[config.mk]
export PLATFORM = sky130hd
export DESIGN_NAME = ccr_regs
export DESIGN_NICKNAME = d
export VERILOG_FILES = /design/src/hdl/ccr_pkg.sv /design/src/hdl/ccr_sync.sv /design/src/hdl/ccr_regs.sv
export SDC_FILE = /design/constraint.sdc
export NUM_CORES = 1
export LEC_CHECK = 0
export BUFFER_PORTS_ARGS = -buffer_cell sky130_fd_sc_hd__buf_2
export CORE_MARGIN = 2
export CORE_UTILIZATION = 55
export DETAILED_ROUTE_END_ITERATION = 10
export GPL_TIMING_DRIVEN = 0
export PLACE_DENSITY = 0.82
export REMOVE_ABC_BUFFERS = 1
export SYNTH_ARGS = -nofsm -noshare
export SYNTH_HDL_FRONTEND = slang
export SYNTH_SLANG_ARGS = --single-unit
[constraint.sdc]
create_clock -name sys_clk -period 5.3 [get_ports sys_clk]
set_input_delay 1.06 -clock sys_clk [delete_from_list [all_inputs] [get_ports sys_clk]]
set_output_delay 1.06 -clock sys_clk [all_outputs]
set_load 0.01 [all_outputs]
[src/hdl/ccr_pkg.sv]
package ccr_pkg;

	// ********************************************************
	// Bus geometry and register indices (byte address = 4 * index)
	// ********************************************************
	localparam int         ADDR_W       = 12;
	localparam int         IDX_W        = 10;
	localparam logic [9:0] IDX_PARK     = 10'h064;
	localparam logic [9:0] IDX_AVG      = 10'h068;
	localparam logic [9:0] IDX_STATUS   = 10'h06A;
	localparam logic [9:0] IDX_PIN      = 10'h06B;
	localparam logic [9:0] IDX_SOFT     = 10'h06C;
	localparam logic [9:0] IDX_CTRL     = 10'h070;
	localparam logic [9:0] IDX_IRQ_STS  = 10'h071;
	localparam logic [9:0] IDX_IRQ_MASK = 10'h072;

	// ********************************************************
	// Values after reset
	// ********************************************************
	localparam logic [7:0] RST_PARK   = 8'h01;
	localparam logic [7:0] RST_AVG    = 8'h61;
	localparam logic [7:0] RST_STATUS = 8'h00;
	localparam logic [7:0] RST_PIN    = 8'h00;
	localparam logic [7:0] RST_SOFT   = 8'h01;
	localparam logic [7:0] RST_CTRL   = 8'h01;
	localparam logic [7:0] RST_IRQ    = 8'h00;

	// ********************************************************
	// Field positions
	// ********************************************************
	localparam int PARK_LSB     = 0;
	localparam int OSAVG_LSB    = 4;
	localparam int LINAVG_LSB   = 0;
	localparam int STS_FG       = 0;
	localparam int STS_HALT     = 1;
	localparam int STS_CODE_LSB = 2;
	localparam int PIN_TRIGSEL  = 0;
	localparam int PIN_SRC_LSB  = 1;
	localparam int SOFT_BIT     = 0;
	localparam int CTRL_FG      = 0;
	localparam int CTRL_BG      = 1;
	localparam int CTRL_LINK    = 2;
	localparam int IRQ_FG       = 0;
	localparam int IRQ_HALT     = 1;
	localparam int IRQ_ALARM    = 2;
	localparam int IRQ_TRIG     = 3;
	localparam int IRQ_N        = 4;
	localparam int CORE_N       = 3;

	// ********************************************************
	// Codes
	// ********************************************************
	localparam logic [1:0] PARK_RSVD = 2'h3;
	localparam logic [1:0] SRC_FG    = 2'h0;
	localparam logic [1:0] SRC_HALT  = 2'h1;
	localparam logic [1:0] SRC_ALARM = 2'h2;
	localparam logic [1:0] SRC_LOW   = 2'h3;

	typedef enum logic [2:0] {
		PH_IDLE,
		PH_FOREGROUND,
		PH_BACKGROUND,
		PH_HALTED,
		PH_PARKED
	} ccr_phase_e;

	// ********************************************************
	// Calibration engine carriers
	// ********************************************************
	typedef struct packed {
		logic       fgDone;     // Foreground run finished, pulse
		logic       bgStopped;  // Background stopped at phase, pulse
		logic       bgResumed;  // Background running again, pulse
		logic       alarm;      // Alarm level
		logic [2:0] statCode;   // Status code of the engine
	} ccr_engine_in_s;

	typedef struct packed {
		logic       restart;        // Reset calibration values, pulse
		logic       fgRun;          // Run foreground after restart
		logic       bgEnable;       // Continuous background run
		logic [2:0] offsetAvg;      // Offset averaging depth
		logic [2:0] linAvg;         // Linearity averaging depth
		logic [2:0] coreDisable;    // One bit per converter core
		logic       core1ForCore0;  // Core one substitutes core zero
		logic       core1ForCore2;  // Core one substitutes core two
		logic       trigger;        // Selected calibration trigger
	} ccr_engine_out_s;

endpackage : ccr_pkg

[src/hdl/ccr_sync.sv]
`timescale 1ns/10ps
module ccr_sync #(
	parameter int WIDTH = 1
) (
	input  wire logic             sys_clk,  // Device clock
	input  wire logic             reset,    // Synchronous reset
	input  wire logic [WIDTH-1:0] asyncIn,  // Foreign-domain level
	output logic      [WIDTH-1:0] syncOut   // Synchronised level
);

	logic [WIDTH-1:0] stageOneReg;

	initial begin
		if (WIDTH < 1) begin
			$error("ccr_sync: WIDTH must be at least one");
		end
	end

	// Two flip-flops; the first is read by the second only
	always_ff @(posedge sys_clk) begin
		if (reset) begin
			stageOneReg <= '0;
			syncOut     <= '0;
		end else begin
			stageOneReg <= asyncIn;
			syncOut     <= stageOneReg;
		end
	end

endmodule : ccr_sync

[src/hdl/ccr_regs.sv]
// Implementation choice: the APB slave port.
`timescale 1ns/10ps
module ccr_regs (
	input  wire logic                        sys_clk,  // Device clock
	input  wire logic                        reset,    // Sync, active high
	input  wire logic                        psel,     // APB select
	input  wire logic                        penable,  // APB enable
	input  wire logic                        pwrite,   // APB direction
	input  wire logic [ccr_pkg::ADDR_W-1:0]  paddr,    // APB byte address
	input  wire logic [31:0]                 pwdata,   // APB write data
	output logic      [31:0]                 prdata,   // APB read data
	output logic                             pready,   // APB ready
	output logic                             pslverr,  // APB error
	input  wire logic                        hardwareTriggerPin, // Pin
	input  wire ccr_pkg::ccr_engine_in_s     engIn,    // From engine
	output ccr_pkg::ccr_engine_out_s         engOut,   // To engine
	output logic                             calibrationStatePin, // Pin
	output logic                             serialLinkEnable, // Link on
	output logic                             irq       // Level interrupt
);

	// ********************************************************
	// Declarations
	// ********************************************************
	localparam int IRQ_N = ccr_pkg::IRQ_N;

	logic [7:0]                   parkReg;
	logic [7:0]                   avgReg;
	logic [7:0]                   pinReg;
	logic [7:0]                   softReg;
	logic [7:0]                   ctrlReg;
	logic [IRQ_N-1:0]             irqStsReg;
	logic [IRQ_N-1:0]             irqMaskReg;
	logic                         fgFlagReg;
	logic                         fgFlagNext;
	logic                         haltFlagReg;
	logic                         haltFlagNext;
	logic [2:0]                   codeReg;
	ccr_pkg::ccr_phase_e          phaseReg;
	ccr_pkg::ccr_phase_e          phaseNext;
	logic                         startPendReg;
	logic                         trigPrevReg;
	logic                         alarmPrevReg;
	logic                         hwTrigSync;
	logic                         trigSel;
	logic                         restart;
	logic                         fgFinish;
	logic [ccr_pkg::IDX_W-1:0]    idx;
	logic                         mapped;
	logic                         wrStrobe;
	logic [7:0]                   wByte;
	logic [7:0]                   rdByte;
	logic [7:0]                   statusByte;
	logic [IRQ_N-1:0]             irqEvents;
	logic [ccr_pkg::CORE_N-1:0]   coreOff;
	logic [1:0]                   parkCode;
	logic [1:0]                   pinSrc;
	logic                         bgOn;
	logic                         bgNext;

	// ********************************************************
	// Bus decode
	// ********************************************************

	// Word index and write strobe at the access edge
	assign idx      = paddr[ccr_pkg::ADDR_W-1:2];
	assign wrStrobe = psel && penable && pwrite && mapped;
	assign wByte    = pwdata[7:0];
	assign pready   = 1'b1;
	assign pslverr  = psel && penable && !mapped;

	// Known indices; everything else answers with an error
	always_comb begin
		case (idx)
			ccr_pkg::IDX_PARK,
			ccr_pkg::IDX_AVG,
			ccr_pkg::IDX_STATUS,
			ccr_pkg::IDX_PIN,
			ccr_pkg::IDX_SOFT,
			ccr_pkg::IDX_CTRL,
			ccr_pkg::IDX_IRQ_STS,
			ccr_pkg::IDX_IRQ_MASK: mapped = 1'b1;
			default:               mapped = 1'b0;
		endcase
	end

	// ********************************************************
	// Writable registers, full bytes kept except the interrupt mask (low four bits)
	// ********************************************************

	// Reserved bits are stored and read back untouched, except in the interrupt mask
	always_ff @(posedge sys_clk) begin
		if (reset) begin
			parkReg    <= ccr_pkg::RST_PARK;
			avgReg     <= ccr_pkg::RST_AVG;
			pinReg     <= ccr_pkg::RST_PIN;
			softReg    <= ccr_pkg::RST_SOFT;
			ctrlReg    <= ccr_pkg::RST_CTRL;
			irqMaskReg <= '0;
		end else if (wrStrobe) begin
			case (idx)
				ccr_pkg::IDX_PARK:     parkReg    <= wByte;
				ccr_pkg::IDX_AVG:      avgReg     <= wByte;
				ccr_pkg::IDX_PIN:      pinReg     <= wByte;
				ccr_pkg::IDX_SOFT:     softReg    <= wByte;
				ccr_pkg::IDX_CTRL:     ctrlReg    <= wByte;
				ccr_pkg::IDX_IRQ_MASK: irqMaskReg <= wByte[IRQ_N-1:0];
				default:               ;  // Status is read-only
			endcase
		end
	end

	// ********************************************************
	// Field extraction
	// ********************************************************
	assign parkCode = parkReg[ccr_pkg::PARK_LSB +: 2];
	assign pinSrc   = pinReg[ccr_pkg::PIN_SRC_LSB +: 2];
	assign trigSel  = pinReg[ccr_pkg::PIN_TRIGSEL];
	assign bgOn     = ctrlReg[ccr_pkg::CTRL_BG];

	// Background enable as it stands after a control write on this edge
	assign bgNext = (wrStrobe && idx == ccr_pkg::IDX_CTRL) ?
		wByte[ccr_pkg::CTRL_BG] : bgOn;
	assign serialLinkEnable = ctrlReg[ccr_pkg::CTRL_LINK];

	// ********************************************************
	// Hardware trigger pin crossing
	// ********************************************************
	ccr_sync #(
		.WIDTH (1)
	) u_trigSync (
		.sys_clk (sys_clk),
		.reset   (reset),
		.asyncIn (hardwareTriggerPin),
		.syncOut (hwTrigSync)
	);

	// ********************************************************
	// Calibration phase tracking
	// ********************************************************

	// Restart on reset release and on every control write
	always_ff @(posedge sys_clk) begin
		if (reset) begin
			startPendReg <= 1'b1;
		end else begin
			startPendReg <= 1'b0;
		end
	end

	assign restart = startPendReg ||
		(wrStrobe && idx == ccr_pkg::IDX_CTRL);

	// Phase sequencing from engine events and control bits
	always_comb begin
		phaseNext = phaseReg;
		fgFinish  = 1'b0;
		if (restart) begin
			// A control write brings its own foreground bit
			if (startPendReg ? ctrlReg[ccr_pkg::CTRL_FG]
				: wByte[ccr_pkg::CTRL_FG]) begin
				phaseNext = ccr_pkg::PH_FOREGROUND;
			end else begin
				fgFinish  = 1'b1;                     // Skipped
			end
		end else begin
			case (phaseReg)
				ccr_pkg::PH_IDLE: begin
					phaseNext = ccr_pkg::PH_IDLE;
				end
				ccr_pkg::PH_FOREGROUND: begin
					if (engIn.fgDone) begin
						fgFinish = 1'b1;
					end
				end
				ccr_pkg::PH_BACKGROUND: begin
					if (!bgOn) begin
						phaseNext = ccr_pkg::PH_PARKED;
					end else if (engIn.bgStopped) begin
						phaseNext = ccr_pkg::PH_HALTED;
					end
				end
				ccr_pkg::PH_HALTED: begin
					if (!bgOn) begin
						phaseNext = ccr_pkg::PH_PARKED;
					end else if (engIn.bgResumed) begin
						phaseNext = ccr_pkg::PH_BACKGROUND;
					end
				end
				ccr_pkg::PH_PARKED: begin
					if (bgOn) begin
						phaseNext = ccr_pkg::PH_BACKGROUND;
					end
				end
				default: phaseNext = ccr_pkg::PH_IDLE;
			endcase
		end
		if (fgFinish) begin
			phaseNext = bgNext ? ccr_pkg::PH_BACKGROUND
				: ccr_pkg::PH_PARKED;
		end
	end

	always_ff @(posedge sys_clk) begin
		if (reset) begin
			phaseReg <= ccr_pkg::PH_IDLE;
		end else begin
			phaseReg <= phaseNext;
		end
	end

	// ********************************************************
	// Status flags
	// ********************************************************

	// Completion flag: cleared by restart, set by finish or skip
	assign fgFlagNext = fgFinish ? 1'b1
		: (restart ? 1'b0 : fgFlagReg);

	// Halted while stopped, or parked after foreground end
	assign haltFlagNext = phaseNext == ccr_pkg::PH_HALTED ||
		phaseNext == ccr_pkg::PH_PARKED;

	always_ff @(posedge sys_clk) begin
		if (reset) begin
			fgFlagReg   <= ccr_pkg::RST_STATUS[ccr_pkg::STS_FG];
			haltFlagReg <= ccr_pkg::RST_STATUS[ccr_pkg::STS_HALT];
			codeReg     <= ccr_pkg::RST_STATUS[ccr_pkg::STS_CODE_LSB +: 3];
		end else begin
			fgFlagReg   <= fgFlagNext;
			haltFlagReg <= haltFlagNext;
			codeReg     <= engIn.statCode;
		end
	end

	// Read-only view of the flags
	always_comb begin
		statusByte = 8'h00;
		statusByte[ccr_pkg::STS_FG]   = fgFlagReg;
		statusByte[ccr_pkg::STS_HALT] = haltFlagReg;
		statusByte[ccr_pkg::STS_CODE_LSB +: 3] = codeReg;
	end

	// ********************************************************
	// Interrupt status and mask
	// ********************************************************

	// Rising edges of flags, alarm and selected trigger
	always_comb begin
		irqEvents = '0;
		irqEvents[ccr_pkg::IRQ_FG]    = fgFlagNext && !fgFlagReg;
		irqEvents[ccr_pkg::IRQ_HALT]  = haltFlagNext && !haltFlagReg;
		irqEvents[ccr_pkg::IRQ_ALARM] = engIn.alarm && !alarmPrevReg;
		irqEvents[ccr_pkg::IRQ_TRIG]  = engOut.trigger && !trigPrevReg;
	end

	// Write one clears; a new event in the same cycle wins
	always_ff @(posedge sys_clk) begin
		if (reset) begin
			irqStsReg    <= ccr_pkg::RST_IRQ[IRQ_N-1:0];
			alarmPrevReg <= 1'b0;
			trigPrevReg  <= 1'b0;
		end else begin
			alarmPrevReg <= engIn.alarm;
			trigPrevReg  <= engOut.trigger;
			if (wrStrobe && idx == ccr_pkg::IDX_IRQ_STS) begin
				irqStsReg <= (irqStsReg & ~wByte[IRQ_N-1:0]) | irqEvents;
			end else begin
				irqStsReg <= irqStsReg | irqEvents;
			end
		end
	end

	always_ff @(posedge sys_clk) begin
		if (reset) begin
			irq <= 1'b0;
		end else begin
			irq <= |((irqStsReg | irqEvents) & irqMaskReg);
		end
	end

	// ********************************************************
	// Engine controls
	// ********************************************************

	// Core disable per core, only while background is off
	generate
		for (genvar c = 0; c < ccr_pkg::CORE_N; c++) begin : g_core
			assign coreOff[c] = !bgOn && parkCode != ccr_pkg::PARK_RSVD &&
				parkCode == 2'(c);
		end
	endgenerate

	// Registered engine interface
	always_ff @(posedge sys_clk) begin
		if (reset) begin
			engOut <= '0;
		end else begin
			engOut.restart       <= restart;
			engOut.fgRun         <= ctrlReg[ccr_pkg::CTRL_FG];
			engOut.bgEnable      <= bgOn;
			engOut.offsetAvg     <= avgReg[ccr_pkg::OSAVG_LSB +: 3];
			engOut.linAvg        <= avgReg[ccr_pkg::LINAVG_LSB +: 3];
			engOut.coreDisable   <= coreOff;
			engOut.core1ForCore0 <= coreOff[0];
			engOut.core1ForCore2 <= coreOff[2];
			engOut.trigger       <= trigSel ? hwTrigSync
				: softReg[ccr_pkg::SOFT_BIT];
		end
	end

	// ********************************************************
	// Status output pin
	// ********************************************************

	// Source selection for the status pin
	always_ff @(posedge sys_clk) begin
		if (reset) begin
			calibrationStatePin <= 1'b0;
		end else begin
			case (pinSrc)
				ccr_pkg::SRC_FG:    calibrationStatePin <= fgFlagReg;
				ccr_pkg::SRC_HALT:  calibrationStatePin <= haltFlagReg;
				ccr_pkg::SRC_ALARM: calibrationStatePin <= engIn.alarm;
				ccr_pkg::SRC_LOW:   calibrationStatePin <= 1'b0;
				default:            calibrationStatePin <= 1'b0;
			endcase
		end
	end

	// ********************************************************
	// Read path
	// ********************************************************

	// Read byte for the addressed register
	always_comb begin
		case (idx)
			ccr_pkg::IDX_PARK:     rdByte = parkReg;
			ccr_pkg::IDX_AVG:      rdByte = avgReg;
			ccr_pkg::IDX_STATUS:   rdByte = statusByte;
			ccr_pkg::IDX_PIN:      rdByte = pinReg;
			ccr_pkg::IDX_SOFT:     rdByte = softReg;
			ccr_pkg::IDX_CTRL:     rdByte = ctrlReg;
			ccr_pkg::IDX_IRQ_STS:  rdByte = 8'(irqStsReg);
			ccr_pkg::IDX_IRQ_MASK: rdByte = 8'(irqMaskReg);
			default:               rdByte = 8'h00;
		endcase
	end

	// Data captured in the setup cycle, valid in the access cycle
	always_ff @(posedge sys_clk) begin
		if (reset) begin
			prdata <= 32'h00000000;
		end else if (psel && !penable && !pwrite) begin
			prdata <= {24'h000000, rdByte};
		end
	end

endmodule : ccr_regs

==> flow_summary.ini, run 1 <==
[logic_synthesis]
async_reset_ff_share_pct = 0
synth_warnings = 0
synth_cell_types = 55
synth_edf_count = 0
synth_area_um2 = 3960
avgSynthCellArea_um2 = 9.26
synth-main-ff-cell = dfxtp_1
synthCells = 428
synth_seq_area_share_pct = 42.4
ys_ff_latch = 84

[clocking]
cts_tree = built
cts.path.max_buffers = 2
root_buffer = clkbuf_8
htreeDepth = 3
clk_latency_ps = 360
cts-resized-gates = 0
path_clk_slew_ps = 90
clock_sinks = 84
cts_setup_buffers = 0
cts_made_buffers = 9
cts_hold_buf = 0

[die]
die-area_um2 = 7900
dieHeight_um = 88.9
io_pins = 109
start_util_pct = 57.7
die_w_um = 88.9
row_count = 30
coreArea_um2 = 6870

[placed_design]
port_buffers = 57
dp_hpwl_um = 6470
gp_congestion = 0.863

[routing]
drc_errors = 0
drt_iter0_markers = 280
wl_per_cell_um = 16.0
wirelength_um = 9150
num_vias = 3218
drtPass1Iterations = 5
ant_nets = 0
viasPerCell = 5.65

[timing]
hold_violations = 0
finClkSkew_ps = 12.5
fmax_mhz = 261
rsz0062_at_grt = false
worstMarginPinSlew_ps = 1080
relSlewSlack_pct = 27.6
setup_viol = 0
period_share_pct = 72.4
period_needed_ps = 3840
slew_violations = 0
setup_tns_ps = 0

[worst_setup_path]
worstSetupStartpointType = primary input
cp.arrival_ps = 2780
path_cells = buf_2 -> nor4bb_2 -> nand3_4 -> nand2_1 -> a21oi_1 -> buf_2
cp_slowest_cell = nor4bb_2
cp_slowest_stage_delay_ps = 900
path_buf_inv = 2
required_ps = 4240
worst-path-max-fanout = 13
crit_top_cell = buf_2
cp.depth = 6
critical_path_class = primary input to output port
cp_top_family = simple AND/OR/NAND/NOR gates
r2r_cells = 5
critPathCaptureType = output port

[grt]
grt_max_degree = 62
grt_pass1_wl_um = 14200
overflow = 0
grt_antenna_before_repair = 0
grt_pass1_vias = 2905
grtUsageTotal_pct = 23.6

[finish]
nets = 526
antenna_cells = 0
drive_gt1_share_pct = 19.8
utilization_pct = 63.3
area.growth.synth_to_final_pct = 9.75

[power]
p_leak_uw = 0.00179
p_sw_uw = 302
power_frac_clock_pct = 37.6
seq_power_share_pct = 54.4
power_frac_comb_pct = 8.0
switching_share_pct = 25.3
max-vdd-ir-drop_mv = 0.166
p_per_area_nw_per_um2 = 274
internal-power_uw = 890

[worst_hold_path]
hold_path.class = register to register
hold_depth = 1

[outcome]
status = finished clean

[flow_run]
drv_cap = 0
==> worst reg2reg max path, cell delays in order, from the launching register on <==
cell      delay (ps)
dfxtp_1          400
or4b_2           690
o221ai_1         140
a32oi_1          150
o41a_1           170
a311oi_2         240
==> layout by cell type, fill, tap and decap left out, types with 7 or more instances in the layout <==
| cell | instances |
|---|---|
| a21oi_1 | 24 |
| buf_2 | 57 |
| clkbuf_8 | 9 |
| conb_1 | 25 |
| dfxtp_1 | 84 |
| mux2i_1 | 50 |
| nand2_1 | 61 |
| nand3_1 | 8 |
| nor2_1 | 37 |
| nor2b_1 | 20 |
| o21ai_0 | 7 |
==> cells in the mapped netlist, types with 4 or more instances <==
master / n / area [um^2]
a21oi_1: 24 / 120
a22o_1: 4 / 35.0
a22oi_1: 5 / 37.5
a2bb2oi_1: 4 / 35.0
a32oi_1: 6 / 52.6
buf_2: 4 / 20.0
buf_4: 32 / 240
clkbuf_1: 13 / 48.8
dfxtp_1: 84 / 1680
inv_1: 6 / 22.5
mux2i_1: 50 / 500
nand2_1: 61 / 229
nand3_1: 8 / 40.0
nor2_1: 37 / 139
nor2b_1: 20 / 125
nor4b_1: 4 / 35.0
o21ai_0: 7 / 35.0
o221ai_1: 5 / 43.8
==> cells by family after synthesis <==
kind of cell	Yosys count	share of synthesized area, %
and+or+nand+nor	160	20.9
muxes	50	12.6
AOI/OAI and AO/OA	75	15.3
buffers and inverters	57	8.55
other	2	0.189
DFF	84	42.4
==> cell type report <==
cell class / instances / area [um^2]
sequential: 84 / 1680
clock buffer: 10 / 128
tap: 96 / 120
timing repair buffer: 58 / 293
fill: 581 / 2520
clock inverter: 6 / 63.8
inverter: 6 / 22.5
multi-input combinational: 310 / 2040
==> path summary, 6_finish.rpt <==
check	end	start	slack, ps
max	pslverr	paddr[5]	1460
min	u_trigSync.syncOut	u_trigSync.stageOneReg	450
max reg2reg	irq	startPendReg	3420
min reg2reg	u_trigSync.syncOut	u_trigSync.stageOneReg	450
==> sequential cells by signal (all words and copies together), names as in the netlist, 3 cells and up <==
name and cells:
prdata 8, parkReg 8, pinReg 8, irqStsReg 4, irqMaskReg 4, codeReg 3
phaseReg 3, softReg 8, ctrlReg 8, engOut 13, avgReg 8
==> power groups by stage <==
stage	combinational (uW)	clock, uW	sequential [uW]
5_1_grt	104	487	650
2_1_floorplan	46.0	0	664
3_3_place_gp	90.6	0	663
4_1_cts	93.8	453	648
6_report	95.1	448	649
3_5_place_dp	93.3	0	663
==> stage by stage <==
step,hold slack [ps],std cells,total power (uW),instance area [um^2],setup WS [ps]
global route,470,570,1240,4350,1320
detailed placement,443,554,756,4160,1500
CTS,455,570,1190,4350,1480
finish,447,570,1190,4350,1460
global placement,423,553,753,4140,921
floorplan,414,400,710,3730,1780
==> layer usage <==
layer / GRT usage, % / share of wire [%] / up-vias
met5: 0 / 0 / -
met4: 8.54 / 1.7 / 0
li1: - / - / 1537
met1: 30.1 / 43 / 1512
met2: 38.7 / 48 / 143
met3: 6.09 / 7.0 / 26
Power figures use the tool's default switching activity.
==> run 2, diff against run 1 <==
- ABC_AREA: unset -> 1
- CORE_UTILIZATION: 55 -> 47
- PLACE_DENSITY: 0.82 -> 0.75
- clock period: 5.3 -> 3.2 ns (I/O delays scaled with it)
==> run 2 against run 1 <==
Compared with the run above:
- sequential share of layout area increased by 1.1 points
- register-to-register slack got worse by 1800 ps
- flip-flop and latch count unchanged
- via count increased by 4.3%
- clock power increased by 73%
==> flow_summary.ini, run 2 <==
[finish]
drive_gt1_share_pct = 19.3
area.growth.synth_to_final_pct = 11.3
fill_cells = 721
largest_register_ffs = 13
fin_area_um2 = 4230
fin_cells = 657
layout_commonest_cell = dfxtp_1
largest_register = engOut
final_cell_mix = dfxtp_1, inv_1, buf_2
antenna_cells = 0
multi_input_area_um2 = 1610
register_area_um2 = 1680
nets = 607

[die]
dieHeight_um = 94.0
die-area_um2 = 8830
row_count = 32
die_w_um = 94.0
io_pins = 109
start_util_pct = 49.0
coreArea_um2 = 7770

[clocking]
htreeDepth = 3
clock_sinks = 84
cts_tree = built
clk_latency_ps = 370
cts_setup_buffers = 0
path_clk_slew_ps = 80
cts_hold_buf = 0
cts-resized-gates = 0
root_buffer = clkbuf_8
cts_made_buffers = 9
cts.path.max_buffers = 2

[placed_design]
place_inst = 641
port_buffers = 57
gp_congestion = 0.928
dp_hpwl_um = 6320
postPlaceCellArea_um2 = 4040

[timing]
worstMarginPinSlew_ps = 1300
setup_viol = 0
slew_violations = 0
finClkSkew_ps = 8.57
hold_violations = 0
holdWs_ps = 411
fmax_mhz = 417
relSlewSlack_pct = 12.9
rsz0062_at_grt = false
period_share_pct = 74.9
period_needed_ps = 2400
setup_tns_ps = 0

[worst_setup_path]
cp.arrival_ps = 2650
path_buf_inv = 2
r2r-end = irqStsReg[1]
worst-path-max-fanout = 49
cp_slowest_stage_delay_ps = 1020
cp_top_family = buffers and inverters
path_cells = buf_2 -> inv_1 -> o21ai_0 -> a311oi_1
r2r-start = phaseReg[0]
worstSetupStartpointType = primary input
critPathCaptureType = register
cp.depth = 4
critical_path_class = primary input to register
required_ps = 3460
r2r_cells = 12
r2r_slack_ps = 1670
cp_slowest_cell = inv_1

[power]
max-vdd-ir-drop_mv = 0.379
p_per_area_nw_per_um2 = 471
fin_total_pwr_uw = 2000
p_leak_uw = 0.00190

[worst_hold_path]
hold_depth = 2
min_from = u_trigSync.stageOneReg
hold_end = u_trigSync.syncOut
hold_path.class = register to register

[routing]
ant_nets = 0
drtPass1Iterations = 4
wirelength_um = 8970
highest_layer = met4
drc_errors = 0
wl_per_cell_um = 13.7
num_vias = 3357
wl_met3_um = 640
routed-wl-met2_um = 4200
viasPerCell = 5.11
met1_length_um = 3910
drt_iter0_markers = 285

[grt]
grtUsageTotal_pct = 21.3
grt_pass1_vias = 3084
grt_pass1_wl_um = 14400
overflow = 0
grt_max_degree = 50
grt_antenna_before_repair = 0

[flow_run]
drv_cap = 0

[logic_synthesis]
ys_ff_latch = 84
synth.area.top_cells = dfxtp_1, inv_1, a21oi_1
synth_cell_types = 37
synthCells = 502
synth-main-ff-cell = dfxtp_1
synth_area_um2 = 3800
yosys.area.top_type = dfxtp_1
synth_warnings = 0
synth_top_area_share_pct = 44.2
synthTopCellsByCount = dfxtp_1, inv_1, a21oi_1, nand2_1, o21ai_0
avgSynthCellArea_um2 = 7.58
synth_edf_count = 0
async_reset_ff_share_pct = 0
synth_most_common_cell = dfxtp_1
synth_seq_area_share_pct = 44.2

[outcome]
status = finished clean
[run 2: cell types whose count changed after synthesis, moves of 10 or more]
cell     previous run  this run
mux2i_1            50         1
inv_1               6        82
o22ai_1             1        18
o21ai_0             7        47
nor2b_1            20         0
nand2_2             0        15
nand3_1             8        22
nand2_1            61        51
a21oi_1            24        51
[run 2: worst max path at each step]
stage / start / slack, ps / end
2_1_floorplan: paddr[9] / 990 / irqStsReg[1]
3_3_place_gp: reset / 540 / calibrationStatePin
3_5_place_dp: reset / 430 / calibrationStatePin
4_1_cts: paddr[11] / 820 / pslverr
5_1_grt: reset / 600 / calibrationStatePin
6_report: reset / 800 / calibrationStatePin
[run 2: cells by family after synthesis]
family	Yosys count	share of synthesized area, %
DFF	84	44.2
muxes	1	0.263
AOI/OAI and AO/OA	139	20.7
and+or+nand+nor	145	18.9
buffers and inverters	131	15.7
other	2	0.197
[run 2: where the power goes]
group	leakage (uW)	switching, uW	total [uW]	internal [uW]
clock	0.0000939	408	777	369
sequential	0.000683	6.15	1070	1060
combinational	0.00112	104	151	46.6
total	0.00190	519	2000	1480
[run 2: tightest hold or removal path, delay by kind of cell, from the launching register on]
kind | cells | cell delay (ps)
flops | 1 | 300
simple gates | 1 | 30
buf+inv | 1 | 40
[run 2: per-layer routing]
layer / vias up / track usage, %
met4: 0 / 9.18
met5: - / 0
met2: 115 / 34.9
met1: 1534 / 27.4
li1: 1689 / -
met3: 19 / 4.09
[run 2: metrics by stage]
| step | utilization [%] | setup slack (ps) |
|---|---|---|
| after CTS | 54.5 | 819 |
| after floorplan | - | 988 |
| after global routing | 54.5 | 603 |
| final | 54.5 | 803 |
| after global placement | 51.9 | 544 |
| after detailed placement | 51.9 | 432 |
[run 2: area by class of cell]
class | count | area share (%)
Sequential cell | 84 | 39.7
Multi-Input combinational cell | 310 | 38.0
Inverter | 88 | 7.80
Timing Repair Buffer | 57 | 6.74
Clock buffer | 10 | 3.01
Tap cell | 102 | 3.01
Clock inverter | 6 | 1.68
==> run 3, diff against run 2 <==
- ABC_AREA: 1 -> 0
- clock period: 3.2 -> 1.95 ns (I/O delays scaled with it)
==> run 3 against run 2 <==
Compared with the run above:
- register-to-register slack got worse by 1500 ps
- global-route usage is 0.22 points higher
- via count fell by 1.5%
- non-clock buffer count grew 10
- worst hold slack got worse by 180 ps
- total power rose by 78%
- routed wire length grew 5.1%
- first-iteration DRC count fell by 33%
- count of clock-buffer cells in the layout up 2
- critical path depth grew 2
- sequential power rose by 64%
- critical path type is now primary input to output port
- critical endpoint is now pslverr
- largest power group unchanged
==> flow_summary.ini, run 3 (same netlist as run 1, synthesis figures left out) <==
[outcome]
status = finished clean

[flow_run]
drv_cap = 0

[worst_setup_path]
path_buf_inv = 2
path_cells = buf_2 -> and4bb_4 -> o2111ai_4 -> nand2_4 -> a21oi_1 -> buf_2
required_ps = 1560
cp.arrival_ps = 1500
cp_slowest_cell = and4bb_4
worst-path-max-fanout = 9
critPathCaptureType = output port
worstSetupStartpointType = primary input
r2r-start = startPendReg
crit_top_cell = buf_2
r2r-end = irq
cp_slowest_stage_delay_ps = 430
critical_path_class = primary input to output port
cp_top_family = simple AND/OR/NAND/NOR gates
r2r_slack_ps = 140
r2r_cells = 5

[clocking]
clk_latency_ps = 360
clock_sinks = 84
cts_made_buffers = 9
htreeDepth = 3
cts_tree = built
cts.path.max_buffers = 2
path_clk_slew_ps = 80
root_buffer = clkbuf_8

[die]
row_count = 33
die-area_um2 = 9180
start_util_pct = 48.5
coreArea_um2 = 8180
io_pins = 109
die_w_um = 95.8
dieHeight_um = 95.8

[power]
internal-power_uw = 2750
p_per_area_nw_per_um2 = 778
power_frac_clock_pct = 42.7
switching_share_pct = 22.3
power_frac_comb_pct = 7.6
p_leak_uw = 0.00190
p_sw_uw = 792
max-vdd-ir-drop_mv = 0.300
seq_power_share_pct = 49.7

[grt]
grt_antenna_before_repair = 0
use_met3_pct = 2.90
grt_pass1_wl_um = 15100
grt_max_degree = 62
grtUsageMet2_pct = 36.3
overflow = 0
grtUsageTotal_pct = 21.5
use_met1_pct = 26.6
grt_pass1_vias = 3087
busiest_layer = met2

[timing]
rsz0062_at_grt = false
worstMarginPinSlew_ps = 1110
period_share_pct = 96.9
setup_viol = 0
holdWs_ps = 234
hold_violations = 0
relSlewSlack_pct = 25.8
fmax_mhz = 529
finClkSkew_ps = 8.88
period_needed_ps = 1890
slew_violations = 0

[routing]
wl_per_cell_um = 16.0
drc_errors = 0
wirelength_um = 9430
drt_iter0_markers = 192
viasPerCell = 5.62
drtPass1Iterations = 6
ant_nets = 0
num_vias = 3306

[finish]
antenna_cells = 0
drive_gt1_share_pct = 22.6
final_cell_mix = dfxtp_1, nand2_1, buf_2
largest_register_ffs = 13
nets = 535
layout_commonest_cell = dfxtp_1
area.growth.synth_to_final_pct = 14.9
fin_area_um2 = 4550
largest_register = engOut

[placed_design]
postPlaceCellArea_um2 = 4170
dp_hpwl_um = 6540
port_buffers = 57
gp_congestion = 0.900

[worst_hold_path]
hold_path.class = primary input to register
min_from = engIn[1]
hold_depth = 2
hold_end = codeReg[1]
[run 3: repair_timing]
| action | 4_1_cts | 5_1_grt |
|---|---|---|
| pin swaps | 3 | 3 |
| endpoints found under the setup margin | 62 | 21 |
| hold buffers | 0 | 0 |
| buffers inserted | 7 | 2 |
| resized for setup | 7 | 7 |
| hold endpoints to repair | 0 | 0 |
[run 3: power groups by stage]
stage	clock network [uW]	logic (uW)	registers, uW
floorplan	0	125	1810
detailed placement	0	254	1800
CTS	1530	263	1760
global placement	0	249	1800
global route	1600	298	1770
finish	1510	271	1760
[run 3: cell type report]
| type | count | area (um^2) |
|---|---|---|
| fillers | 740 | 3620 |
| flip-flops and latches | 84 | 1680 |
| clock inverters | 4 | 95.1 |
| inverters | 6 | 22.5 |
| clock buffers | 12 | 155 |
| well taps | 105 | 131 |
| repair buffers | 67 | 369 |
| multi-input cells | 310 | 2100 |
[run 3: worst max-delay path by stage]
stage                  start  slack (ps)  cells past startpoint        end
finish              paddr[9]          60                      6    pslverr
floorplan           paddr[9]        -890                      5  pinReg[0]
CTS                 paddr[5]          30                      6    pslverr
detailed placement  paddr[5]        -880                      6  avgReg[3]
global placement    paddr[5]       -1810                      6  pinReg[5]
global route        paddr[9]          10                      6    pslverr
[run 3: per-stage QoR]
step / cells / TNS, ps / util [%] / power [uW] / setup slack, ps
floorplan: 400 / -28440 / - / 1930 / -894
global placement: 562 / -74830 / 50.8 / 2050 / -1810
detailed placement: 563 / -42320 / 51.0 / 2060 / -878
CTS: 586 / 0 / 55.2 / 3560 / 31.4
global route: 588 / 0 / 55.7 / 3660 / 11.7
finish: 588 / 0 / 55.7 / 3550 / 60.8
[run 3: routing by layer]
| layer | routed length, um | part of all wire, % |
|---|---|---|
| met5 | 0 | 0 |
| met4 | 307 | 3.3 |
| met3 | 651 | 6.9 |
| met2 | 4470 | 47 |
| met1 | 4000 | 42 |
